===== config.mk =====
export PLATFORM = sky130hd
export DESIGN_NAME = switch_fault_ctrl
export DESIGN_NICKNAME = d
export VERILOG_FILES = /design/src/design/swd_pkg.sv /design/src/design/pin_sync.sv /design/src/design/spi_shift.sv /design/src/design/switch_fault_ctrl.sv
export SDC_FILE = /design/constraint.sdc
export NUM_CORES = 1
export LEC_CHECK = 0
export CORE_MARGIN = 2
export CORE_UTILIZATION = 40
export DETAILED_ROUTE_END_ITERATION = 6
export DONT_BUFFER_PORTS = 1
export PLACE_DENSITY = 0.51
export SYNTH_ARGS = -nofsm -noshare
export SYNTH_HDL_FRONTEND = slang
export SYNTH_SLANG_ARGS = --single-unit

===== constraint.sdc =====
create_clock -name pclk -period 2.8 [get_ports pclk]
set_input_delay 0.42 -clock pclk [delete_from_list [all_inputs] [get_ports pclk]]
set_output_delay 0.42 -clock pclk [all_outputs]
set_load 0.01 [all_outputs]

===== src/design/swd_pkg.sv =====
package swd_pkg;

    // Serial frame layout
    localparam int FRAME_BITS     = 16;
    localparam int WE_BIT         = 15;
    localparam int FAULT_STATUS_BIT_POS      = 6;
    localparam int SLEEP_POS      = 5;
    localparam int SHDIS_POS      = 4;
    localparam int COMPDIS_POS    = 3;
    localparam int PUMPEN_POS     = 1;
    localparam int STATE_BITS     = 4;

    // APB map
    localparam logic [7:0] ADDR_CTRL   = 8'h00;
    localparam logic [7:0] ADDR_STATE  = 8'h04;
    localparam logic [7:0] ADDR_STATUS = 8'h08;

    // Reset values
    localparam logic [7:0] CTRL_RESET  = 8'h00;
    localparam logic [7:0] STATE_RESET = 8'h00;

    // Routes for host use
    localparam logic [3:0] ROUTE_OPEN   = 4'h0;
    localparam logic [3:0] ROUTE_HS     = 4'h3;
    localparam logic [3:0] ROUTE_LS     = 4'h5;
    localparam logic [3:0] ROUTE_HS_LS  = 4'h6;
    localparam logic [3:0] ROUTE_MS     = 4'h9;
    localparam logic [3:0] ROUTE_HS_MS  = 4'hA;
    localparam logic [3:0] ROUTE_MS_LS  = 4'hC;
    localparam logic [3:0] ROUTE_CLOSED = 4'hF;

    typedef struct packed {
        logic       sck;
        logic       sdi;
        logic       cs_n;
        logic       mode_sel;
        logic       flip_sel;
        logic       pump_enable_pin;
        logic       shutdown_disable_pin;
        logic       logic_uv;
        logic       pump_uv;
        logic       logic_armed;
        logic       pump_armed;
    } pins_t;

    typedef struct packed {
        logic [FRAME_BITS-1:0] shift;
        logic [FRAME_BITS-1:0] held;
        logic                  sck_d;
        logic                  cs_d;
        logic                  sdo;
        logic                  load;
        logic [7:0]            ld_ctrl;
        logic [7:0]            ld_state;
    } spi_t;

endpackage : swd_pkg


===== src/design/pin_sync.sv =====
module pin_sync #(
    parameter int W = 11
) (
    // Clock and reset
    input  wire logic         pclk,
    input  wire logic         presetn,
    // Data
    input  wire logic [W-1:0] d,
    output logic      [W-1:0] q
);
    logic [W-1:0] meta_r;

    always_ff @(posedge pclk or negedge presetn) begin
        if (!presetn) begin
            meta_r <= '0;
            q      <= '0;
        end else begin
            meta_r <= d;
            q      <= meta_r;
        end
    end
endmodule : pin_sync


===== src/design/spi_shift.sv =====
module spi_shift (
    // Clock and reset
    input  wire logic            pclk,
    input  wire logic            presetn,
    // Synchronised link pins
    input  wire logic            sck,
    input  wire logic            sdi,
    input  wire logic            cs_n,
    // Register image shifted out
    input  wire logic [7:0]      cur_ctrl,
    input  wire logic [7:0]      cur_state,
    // Result
    output swd_pkg::spi_t        st
);
    swd_pkg::spi_t r, n;

    assign st = r;

    always_comb begin
        n = r;
        n.sck_d = sck;
        n.cs_d  = cs_n;
        n.load  = 1'b0;
        if (r.cs_d && !cs_n) begin
            n.held = {1'b0, cur_ctrl[6:0], cur_state};
            n.sdo  = n.held[swd_pkg::FRAME_BITS-1];
            n.shift = '0;
        end else if (!cs_n && sck && !r.sck_d) begin
            n.shift = {r.shift[swd_pkg::FRAME_BITS-2:0], sdi};
        end else if (!cs_n && !sck && r.sck_d) begin
            n.held = {r.held[swd_pkg::FRAME_BITS-2:0], r.shift[0]};
            n.sdo  = n.held[swd_pkg::FRAME_BITS-1];
        end
        if (!r.cs_d && cs_n && r.shift[swd_pkg::WE_BIT]) begin
            n.load     = 1'b1;
            n.ld_ctrl  = r.shift[15:8];
            n.ld_state = r.shift[7:0];
        end
    end

    always_ff @(posedge pclk or negedge presetn) begin
        if (!presetn) begin
            r      <= '0;
            r.cs_d <= 1'b1;
        end else begin
            r <= n;
        end
    end
endmodule : spi_shift


===== src/design/switch_fault_ctrl.sv =====
// Local design decisions: the placing of the registers and the APB register port.
module switch_fault_ctrl (
    // Clock and reset
    input  wire logic        pclk,
    input  wire logic        presetn,
    // APB slave
    input  wire logic        psel,
    input  wire logic        penable,
    input  wire logic        pwrite,
    input  wire logic [7:0]  paddr,
    input  wire logic [31:0] pwdata,
    output logic      [31:0] prdata,
    output logic             pready,
    output logic             pslverr,
    // Serial link, input pins double as parallel controls
    input  wire logic        sck,
    input  wire logic        sdi,
    input  wire logic        chip_select_n,
    output logic             sdo,
    // Mode and control pins
    input  wire logic        mode_sel,
    input  wire logic        flip_sel,
    input  wire logic        pump_enable_pin,
    input  wire logic        shutdown_disable_pin,
    // Supply comparators
    input  wire logic        logic_uv,
    input  wire logic        pump_uv,
    input  wire logic        logic_armed,
    input  wire logic        pump_armed,
    // Outputs
    output logic             hv_out_a,
    output logic             hv_out_b,
    output logic             hv_out_c,
    output logic             hv_out_d,
    output logic             fault_out_n_o,
    output logic             fault_out_n_oe,
    output logic             pump_on
);
    ////////////////////////////////////////////////////////////////////////////
    typedef struct packed {
        logic [7:0]  ctrl;
        logic [7:0]  state;
        logic        fault_status_bit;
        logic        shut;
        logic        armed;
        logic        pen_d;
        logic [3:0]  hv;
        logic        flt_oe;
        logic        pump;
        logic        sdo;
        logic [31:0] prdata;
        logic        pready;
        logic        pslverr;
    } core_t;

    core_t r, n;
    swd_pkg::pins_t raw, sy;
    swd_pkg::spi_t  sp;

    assign raw = '{sck, sdi, chip_select_n, mode_sel, flip_sel, pump_enable_pin,
                   shutdown_disable_pin, logic_uv, pump_uv, logic_armed, pump_armed};

    pin_sync #(.W($bits(swd_pkg::pins_t))) u_sync (
        .pclk    (pclk),
        .presetn (presetn),
        .d       (raw),
        .q       (sy)
    );

    spi_shift u_spi (
        .pclk      (pclk),
        .presetn   (presetn),
        .sck       (sy.sck),
        .sdi       (sy.sdi),
        .cs_n      (sy.cs_n),
        .cur_ctrl  ({r.ctrl[7], r.fault_status_bit, r.ctrl[5:0]}),
        .cur_state (r.state),
        .st        (sp)
    );

    ////////////////////////////////////////////////////////////////////////////
    logic par_mode, pump_req, sh_dis, comp_dis, fault_now;
    logic [3:0] par_code;

    assign par_mode = sy.mode_sel && !sy.flip_sel;
    assign par_code = {sy.cs_n, sy.sdi, sy.sck, 1'b0} | {3'b000, sdo_pin_dummy()};

    function automatic logic sdo_pin_dummy();
        return 1'b0;
    endfunction : sdo_pin_dummy

    assign pump_req = par_mode ? sy.pump_enable_pin : r.ctrl[swd_pkg::PUMPEN_POS];
    assign sh_dis   = par_mode ? sy.shutdown_disable_pin : r.ctrl[swd_pkg::SHDIS_POS];
    assign comp_dis = par_mode ? !sy.pump_enable_pin : r.ctrl[swd_pkg::COMPDIS_POS];
    assign fault_now = r.armed && (sy.logic_uv || (sy.pump_uv && !comp_dis));

    ////////////////////////////////////////////////////////////////////////////
    always_comb begin
        n = r;
        n.pready  = 1'b0;
        n.pslverr = 1'b0;
        n.pen_d   = pump_req;
        // Arm only after both supplies up
        if (sy.logic_armed && sy.pump_armed)
            n.armed = 1'b1;
        if (sp.load && !par_mode) begin
            n.ctrl  = sp.ld_ctrl;
            n.state = {4'h0, sp.ld_state[3:0]};
            if (!sp.ld_ctrl[swd_pkg::FAULT_STATUS_BIT_POS - 0 - 0 + 0 - 0])
                n.fault_status_bit = 1'b0;
        end
        // APB access
        if (psel && penable && !r.pready) begin
            n.pready = 1'b1;
            unique case (paddr)
                swd_pkg::ADDR_CTRL: begin
                    n.prdata = {24'h0, r.ctrl[7], r.fault_status_bit, r.ctrl[5:0]};
                    if (pwrite) begin
                        n.ctrl = pwdata[7:0];
                        if (!pwdata[swd_pkg::FAULT_STATUS_BIT_POS])
                            n.fault_status_bit = 1'b0;
                    end
                end
                swd_pkg::ADDR_STATE: begin
                    n.prdata = {24'h0, r.state};
                    if (pwrite)
                        n.state = {4'h0, pwdata[3:0]};
                end
                swd_pkg::ADDR_STATUS: begin
                    n.prdata = {26'h0, par_mode, r.armed, r.shut, r.flt_oe, r.pump,
                                r.fault_status_bit};
                end
                default: begin
                    n.prdata  = 32'h0000_0000;
                    n.pslverr = 1'b1;
                end
            endcase
        end
        // Fault sets status, set wins over clear
        if (fault_now)
            n.fault_status_bit = 1'b1;
        if (fault_now && !sh_dis)
            n.shut = 1'b1;
        // Restart on pump enable rise after low
        else if (r.shut && pump_req && !r.pen_d && !fault_now)
            n.shut = 1'b0;
        // OR of faults drives pin, released when clear
        n.flt_oe = fault_now;
        n.hv   = n.shut ? 4'h0 : (par_mode ? par_code : n.state[3:0]);
        n.pump = pump_req && !n.shut;
        n.sdo  = par_mode ? 1'b0 : sp.sdo;
    end

    always_ff @(posedge pclk or negedge presetn) begin
        if (!presetn)
            r <= '0;
        else
            r <= n;
    end

    assign hv_out_a       = r.hv[0];
    assign hv_out_b       = r.hv[1];
    assign hv_out_c       = r.hv[2];
    assign hv_out_d       = r.hv[3];
    assign fault_out_n_o  = 1'b0;
    assign fault_out_n_oe = r.flt_oe;
    assign pump_on        = r.pump;
    assign sdo            = r.sdo;
    assign prdata         = r.prdata;
    assign pready         = r.pready;
    assign pslverr        = r.pslverr;

    ////////////////////////////////////////////////////////////////////////////
    // Shutdown opens switches
    chk_shut_opens: assert property (@(posedge pclk) disable iff (!presetn)
        r.shut |-> r.hv == 4'h0 && !r.pump) else $error("outputs live during shutdown");
    chk_fault_unarmed: assert property (@(posedge pclk) disable iff (!presetn)
        !r.armed |=> !r.flt_oe) else $error("fault pin driven before arming");
    chk_fault_sets: assert property (@(posedge pclk) disable iff (!presetn)
        fault_now |=> r.flt_oe && r.fault_status_bit) else $error("fault not flagged");
    chk_status_sticky: assert property (@(posedge pclk) disable iff (!presetn)
        r.fault_status_bit && !(psel && penable && pwrite) && !sp.load
        |=> r.fault_status_bit) else $error("status bit dropped");
    chk_report_only: assert property (@(posedge pclk) disable iff (!presetn)
        !r.shut && sh_dis |=> !r.shut) else $error("shutdown while disabled");
    chk_par_drive: assert property (@(posedge pclk) disable iff (!presetn)
        par_mode && !n.shut |=> r.hv == $past(par_code)) else $error("bad parallel drive");
    chk_pin_release: assert property (@(posedge pclk) disable iff (!presetn)
        !fault_now |=> !r.flt_oe) else $error("fault pin stuck");
    chk_we_load: assert property (@(posedge pclk) disable iff (!presetn)
        sp.load |-> sp.ld_ctrl[7]) else $error("load without write enable");
endmodule : switch_fault_ctrl


**After elaboration in Yosys (flattened, before gate mapping)**

Index checks and enable logic that the tools add are counted.
Widths: inputs -> output; s select.

- Reduce and logical (&&, ||, !) cells: 38
- Bitwise logic cells: 0
- Shifts and indexed selects: 0
- Div/mod/pow operators: 0
- Add/sub/neg operators: 0
- $lt $le $gt $ge: 0
- Equal/unequal tests: 3
- Multiplexer cells: 30
- $mul: 0

Operators with widths:

| operator | count |
|---|---|
| $mux 17 | 3 |
| $mux 16 | 3 |
| $mux 32 | 1 |
| $mux 8 | 4 |
| $pmux 8 s3 | 1 |
| $logic_and 1x1->1 | 19 |
| $mux 1 | 15 |
| $logic_not 1->1 | 13 |
| $eq 8x3->1 const B | 1 |
| $eq 8x4->1 const B | 1 |
| $logic_not 8->1 | 1 |
| $mux 4 | 2 |
| $reduce_bool 2->1 | 2 |
| $reduce_or 3->1 | 1 |
| $mux 2 | 1 |
| $ne 2x1->1 const B | 1 |
| $reduce_and 2->1 | 1 |
| $logic_or 1x1->1 | 1 |

- Memories kept: 0
- Bits in writable memories: 0
- Word-level logic and storage cells: 94
- Memory bits (read-only): 0
- Output and inout port bits: 42
- Bits in latches: 0
- Flip-flop bits (word level): 110

**Logic depth before layout (Yosys ltp)**

Gate-level depths: netlist (run 1).

- Word-level depth: 13
- Depth in mapped cells: 8
- Depth with buffers taken out: 6

**Modules after synthesis**

From an unflattened synthesis (run 1), not the netlist that was laid out.

- Cell total of the unflattened synthesis: 394
- Area total of the unflattened synthesis: 4640.7 µm²

Modules (own cells, without submodules):

| module | cells each | area an instance (µm²) | instances | seq. area each (µm²) |
|---|---|---|---|---|
| spi_shift | 180 | 2149.6 | 1 | 1277.5 |
| switch_fault_ctrl | 192 | 1940.6 | 1 | 900.9 |
| pin_sync | 22 | 550.5 | 1 | 550.5 |

**Worst setup path before layout (run 1)**

OpenSTA, ideal clock, no wires.

- Path kind: input to register
- From: input port paddr[1]
- To: register r[56] in the netlist's numbering
- Buffers on the path: 2
- Library setup time: 122 ps
- Arrival: 1767 ps
- Slack: 911 ps
- Cell stages on the path: 7
- Path through: nor4_4 > nand3_2 > or4b_1 > buf_2 > buf_6 > nor2_2 > a21oi_2

RTL lines:

| item | RTL line | source |
|---|---|---|
| from (decl) | switch_fault_ctrl.sv:10 | `input wire logic [7:0] paddr,` |
| to (signal assigned) | switch_fault_ctrl.sv:158 | `r <= n;` |
| to (decl) | switch_fault_ctrl.sv:56 | `core_t r, n;` |

==> results of run 1 <==
==> Yosys cell counts <==
master,instances
buf_2,3
nor4_1,2
nand4_1,1
nand3b_1,3
o221ai_1,1
inv_2,1
a2111oi_0,1
nor2_1,20
buf_6,1
mux2i_1,34
a21boi_0,1
and3b_1,1
clkbuf_1,15
o31ai_1,2
or4b_1,1
dfstp_2,1
nor3_1,2
nand3b_4,1
nand2b_1,3
and2_1,2
buf_4,33
nand3_2,1
a21oi_2,7
buf_1,1
conb_1,1
dfrtp_1,104
nor4_4,1
or3_1,1
nor2b_1,4
o21ai_1,2
nor2_2,3
nor3b_1,1
nand2_1,93
and3_1,6
a21oi_1,28
o21ai_0,26
inv_1,3
a31oi_1,1
a311oi_1,1
==> power by group through the flow <==
stage | Combinational [mW] | Sequential, mW | Clock, mW
3_5_place_dp | 0.125 | 1.65 | 0
3_3_place_gp | 0.124 | 1.65 | 0
4_1_cts | 0.126 | 1.62 | 1.02
5_1_grt | 0.142 | 1.62 | 1.09
6_report | 0.124 | 1.62 | 0.988
2_1_floorplan | 0.134 | 1.63 | 0
==> layout make-up <==
cell class,instances,area (sq um)
Clock buffer,11,151.4
Clock inverter,5,62.56
Fill cell,1052,6197
Inverter,4,15.01
Multi-Input combinational cell,275,1510
Sequential cell,105,2629
Tap cell,140,175.2
Timing Repair Buffer,7,52.55
==> cell families after synthesis <==
family	synth area share
other	0.0008541
buffers and inverters	0.07951
muxes	0.07752
AOI/OAI and AO/OA	0.09034
and+or+nand+nor	0.1530
DFF	0.5987
==> sequential cells by signal, indices dropped and copies added, names as in the netlist <==
| register | cells |
|---|---|
| u_spi.st | 47 |
| r | 19 |
| u_sync.meta_r | 11 |
| u_sync.q | 11 |
| prdata | 8 |
| fault_out_n_oe | 1 |
| hv_out_a | 1 |
| hv_out_b | 1 |
| hv_out_c | 1 |
| hv_out_d | 1 |
| pready | 1 |
| pslverr | 1 |
| pump_on | 1 |
| sdo | 1 |
==> worst reg2reg max path, stage by stage (launching register included) <==
cell,delay [ns]
dfrtp_1,0.43
nand3b_4,0.24
inv_2,0.10
nand3_2,0.15
or4b_1,0.70
buf_4,0.27
nor2_1,0.13
a21oi_2,0.04
==> metal layers <==
metal | vias up | routed length, microns
met3 | 14 | 295
met4 | 0 | 193
met2 | 46 | 4033
met5 | - | 0
li1 | 1296 | -
met1 | 1270 | 3978
==> placed cells by master (no fill, tap or decap), types with 3 or more instances in the layout <==
cell type and instances:
o21ai_0 26, nor2_2 3, and3_1 6, nor2_1 20
a21oi_1 28, conb_1 25, nand2b_1 3, buf_4 7
inv_1 3, nand2_1 93, a21oi_2 7, clkbuf_8 11
nand3b_1 3, mux2i_1 34, dfrtp_1 104, nor2b_1 3
==> path summary, 6_finish.rpt <==
check,cells after the start,from,to
worst max-delay path,7,pready,r[53]
worst min-delay path,0,presetn,u_spi.st[25]
worst max register to register,7,pready,r[53]
worst min register to register,0,u_sync.meta_r[8],u_sync.q[8]
max in group asynchronous,0,presetn,u_spi.st[18]
min in group pclk,0,flip_sel,u_sync.meta_r[6]
==> impl_metrics.env, run 1 <==
export IMPL_drive_above_1_share=0.09828
export IMPL_p_sw_mw=0.6361
export IMPL_period_needed_ns=2.157
export IMPL_status="finished with violations"
export IMPL_cts_tree="yes"
export IMPL_grt_overflow=0
export IMPL_ant_nets=0
export IMPL_power_leakage_nw=2.153
export IMPL_clkLatencyLatePin_ns=0.37
export IMPL_cap_violations=0
export IMPL_postCtsSetupBuffers=0
export IMPL_dp_slack_ns=0.5713
export IMPL_initial_core_util=0.4068
export IMPL_clkSinkCount=105
export IMPL_critPathMaxStageDelay_ns=0.70
export IMPL_dp_hpwl_microns=5793
export IMPL_slew_viol_final=0
export IMPL_wl_per_cell_microns=15.54
export IMPL_cts_buffers=9
export IMPL_path_cells="nand3b_4 > inv_2 > nand3_2 > or4b_1 > buf_4 > nor2_1 > a21oi_2"
export IMPL_syn_area_sq_um=4390
export IMPL_clkPwrFrac=0.362
export IMPL_use_met1=0.2150
export IMPL_grtUsageMet2=0.2357
export IMPL_power_frac_comb=0.045
export IMPL_drc=0
export IMPL_cp_data_arrival_time_ns=2.43
export IMPL_relSlewSlack=0.6331
export IMPL_end_kind="flip-flop"
export IMPL_placeableCoreArea_sq_um=10790
export IMPL_p_seq_frac=0.592
export IMPL_yosys_warnings=0
export IMPL_avgSynthCellArea_sq_um=10.63
export IMPL_worst_setup_path_start_kind="flip-flop"
export IMPL_critPathRequiredTime_ns=3.07
export IMPL_crit_type="flip-flop to flip-flop"
export IMPL_dp_cells=531
export IMPL_yosysTopAreaCell="dfrtp_1"
export IMPL_n_antenna_cell=0
export IMPL_drt_wl_total_microns=8500
export IMPL_top_usage_layer="met2"
export IMPL_max_clock_path_buffers=2
export IMPL_num_vias=2626
export IMPL_power_internal_mw=2.091
export IMPL_setup_violations=0
export IMPL_synthCells=413
export IMPL_hold_violations=105
export IMPL_finalCritPeriodShare=0.7705
export IMPL_gp_congestion=0.7230
export IMPL_violations="hold timing"
export IMPL_io_pins=98
export IMPL_area_growth_pct=4.674
export IMPL_dieWidth_microns=108.8
export IMPL_synth_distinct_cells=39
export IMPL_numPortBuffers=0
export IMPL_crit_fanout=10
export IMPL_path_delay_family="simple AND/OR/NAND/NOR gates"
export IMPL_whs_ns=-0.2718
export IMPL_grtUsageTotal=0.1555
export IMPL_viasPerCell=4.801
export IMPL_worst_pin_slew_ns=0.5364
export IMPL_power_mw=2.727
export IMPL_final_core_util=0.4258
export IMPL_place_area_sq_um=4382
export IMPL_fin_area_sq_um=4596
export IMPL_first_global_vias=2569
export IMPL_rows=38
export IMPL_yosys_top_cells_area="dfrtp_1, nand2_1, mux2i_1, buf_4, a21oi_1"
export IMPL_r2r_setup_slack_ns=0.64
export IMPL_ctsResizeCount=0
export IMPL_antenna_found_initial=0
export IMPL_drt_first_pass_iters=5
export IMPL_synth_top_area_share=0.5928
export IMPL_fp_dieArea_sq_um=11830
export IMPL_die_h_microns=108.8
export IMPL_grtUsageMet3=0.02869
export IMPL_grt_pass1_wl_microns=13740
export IMPL_critical_path_buf_inv_count=2
export IMPL_ys_seq_area_frac=0.5987
export IMPL_hold_class="input port to async pin"
export IMPL_htreeDepth=3
export IMPL_maxClockFrequency_mhz=463.5
export IMPL_setup_slack_ns=0.6427
export IMPL_rsz0062_at_grt="false"
export IMPL_finalClockSkew_ns=0.01392
export IMPL_cp_slowest_cell="or4b_1"
export IMPL_powerDensity_nw_per_um2=593.5
export IMPL_p_sw_frac=0.2332
export IMPL_root_buffer="clkbuf_8"
export IMPL_fin_cells=547
export IMPL_clk_pin_slew_worst_paths_ns=0.10
export IMPL_drtIter0Drc=133
export IMPL_grt_max_degree=106
export IMPL_irDropWorstVdd_mv=0.2742
export IMPL_synth_seq_cells=105
export IMPL_setup_tns_ns=0
export IMPL_nNetsFinal=458
No activity file was read; power rests on OpenSTA's default activity.
==> run 2: changes to the inputs <==
clock period = 2.23 ns   (was 2.8 ns; I/O delays follow)
==> run 2 against run 1 <==
Effect of this change:
- the run still ends with hold timing left
- critical path depth down 2
- combinational power up 37%
- worst hold slack worse by 0.081 ns
- clock power up 38%
- global-route usage about the same
- power up 31%
- critical path type unchanged
- flip-flop and latch count unchanged
- die area unchanged
==> impl_metrics.env, run 2 (synthesized netlist as in run 1, its figures left out) <==
export IMPL_grt_max_degree=106
export IMPL_hold_violations=105
export IMPL_critPathRequiredTime_ns=2.43
export IMPL_numPortBuffers=0
export IMPL_dp_slack_ns=0.2955
export IMPL_cts_buffers=9
export IMPL_cts_tree="yes"
export IMPL_grt_overflow=0
export IMPL_finalClockSkew_ns=0.01388
export IMPL_htreeDepth=3
export IMPL_status="finished with violations"
export IMPL_dieWidth_microns=108.8
export IMPL_grtUsageTotal=0.1557
export IMPL_multi_input_area_sq_um=1510
export IMPL_violations="hold timing"
export IMPL_n_antenna_cell=0
export IMPL_ctsResizeCount=0
export IMPL_nNetsFinal=473
export IMPL_critPathMaxStageDelay_ns=0.50
export IMPL_slew_viol_final=0
export IMPL_critical_path_buf_inv_count=0
export IMPL_first_global_vias=2562
export IMPL_hold_buffers=11
export IMPL_worst_setup_path_start_kind="flip-flop"
export IMPL_top_usage_layer="met2"
export IMPL_max_clock_path_buffers=2
export IMPL_seq_area_sq_um=2629
export IMPL_root_buffer="clkbuf_8"
export IMPL_worst_pin_slew_ns=0.5697
export IMPL_die_h_microns=108.8
export IMPL_fin_cells=562
export IMPL_fp_dieArea_sq_um=11830
export IMPL_hold_class="input port to async pin"
export IMPL_drt_first_pass_iters=4
export IMPL_period_needed_ns=1.942
export IMPL_dp_cells=535
export IMPL_ant_nets=0
export IMPL_dp_hpwl_microns=5790
export IMPL_cap_violations=0
export IMPL_placeableCoreArea_sq_um=10790
export IMPL_use_met1=0.2152
export IMPL_fill_cells=1045
export IMPL_clkLatencyLatePin_ns=0.37
export IMPL_cp_data_arrival_time_ns=2.15
export IMPL_antenna_found_initial=0
export IMPL_drtIter0Drc=136
export IMPL_viasPerCell=4.662
export IMPL_setup_tns_ns=0
export IMPL_rows=38
export IMPL_r2r_setup_slack_ns=0.29
export IMPL_rsz0062_at_grt="false"
export IMPL_relSlewSlack=0.6202
export IMPL_drt_wl_total_microns=8524
export IMPL_initial_core_util=0.4068
export IMPL_maxClockFrequency_mhz=514.9
export IMPL_place_area_sq_um=4412
export IMPL_path_cells="nor2b_1 > o21ai_0 > a21oi_1 > o21ai_1 > a2111oi_0"
export IMPL_grtUsageMet3=0.02869
export IMPL_wl_per_cell_microns=15.17
export IMPL_cp_slowest_cell="a2111oi_0"
export IMPL_path_delay_family="compound AO/OA/AOI/OAI gates"
export IMPL_end_kind="flip-flop"
export IMPL_finalCritPeriodShare=0.8709
export IMPL_setup_violations=0
export IMPL_io_pins=98
export IMPL_grt_pass1_wl_microns=13780
export IMPL_irDropWorstVdd_mv=0.3252
export IMPL_postCtsSetupBuffers=0
export IMPL_grtUsageMet2=0.2375
export IMPL_powerDensity_nw_per_um2=748.9
export IMPL_drc=0
export IMPL_area_growth_pct=8.350
export IMPL_power_leakage_nw=2.231
export IMPL_whs_ns=-0.3531
export IMPL_largest_register_ffs=47
export IMPL_layout_commonest_cell="dfrtp_1"
export IMPL_num_vias=2620
export IMPL_gp_congestion=0.7326
export IMPL_drive_above_1_share=0.09953
export IMPL_fin_area_sq_um=4757
export IMPL_crit_type="flip-flop to flip-flop"
export IMPL_power_mw=3.563
export IMPL_setup_slack_ns=0.2880
export IMPL_mostFrequentLayoutCells="dfrtp_1, nand2_1, mux2i_1"
export IMPL_clk_pin_slew_worst_paths_ns=0.10
export IMPL_clkSinkCount=105
export IMPL_crit_fanout=6
==> run 2: changes by cell type in the layout (fill, tap and decap cells not counted) <==
cell           previous run  this run
clkinvlp_4                2         0
buf_4                     7        11
inv_6                     1         0
bufinv_16                 1         3
clkinv_2                  0         1
clkbuf_8                 11         9
clkbuf_1                  0         2
dlygate4sd3_1             0        11
==> run 2: final cells by class <==
cell class / instances / area share
tap: 140 / 0.03682
sequential: 105 / 0.5526
multi-input combinational: 275 / 0.3175
timing repair buffer: 22 / 0.04051
inverter: 4 / 0.003156
clock inverter: 5 / 0.02183
clock buffer: 11 / 0.02762
==> run 2: where the power goes <==
part	switching [mW]	total, mW	internal, mW
clock	0.617	1.36	0.747
combinational	0.0970	0.170	0.0731
sequential	0.0495	2.03	1.98
==> run 2: layer usage <==
layer,part of all wire,up-vias
li1,-,1322
met1,0.47,1239
met2,0.48,47
met3,0.031,12
met4,0.019,0
met5,0,-
==> run 2: metrics by stage <==
stage | hold WS, ns | util
finish | -0.3531 | 0.4408
global route | -0.3795 | 0.4408
CTS | -0.3751 | 0.4408
detailed placement | 0.04289 | 0.4088
global placement | 0.04359 | 0.4088
floorplan | 0.03891 | -
==> run 2: path summary, 6_finish.rpt <==
check                            startpoint      endpoint  cells after the start
max                             u_sync.q[7]      hv_out_a                      5
min                                 presetn           sdo                      0
max reg2reg                     u_sync.q[7]      hv_out_a                      5
min reg2reg                u_sync.meta_r[8]   u_sync.q[8]                      0
max in group asynchronous           presetn  u_spi.st[18]                      0
min in group pclk                  paddr[3]     prdata[6]                      1
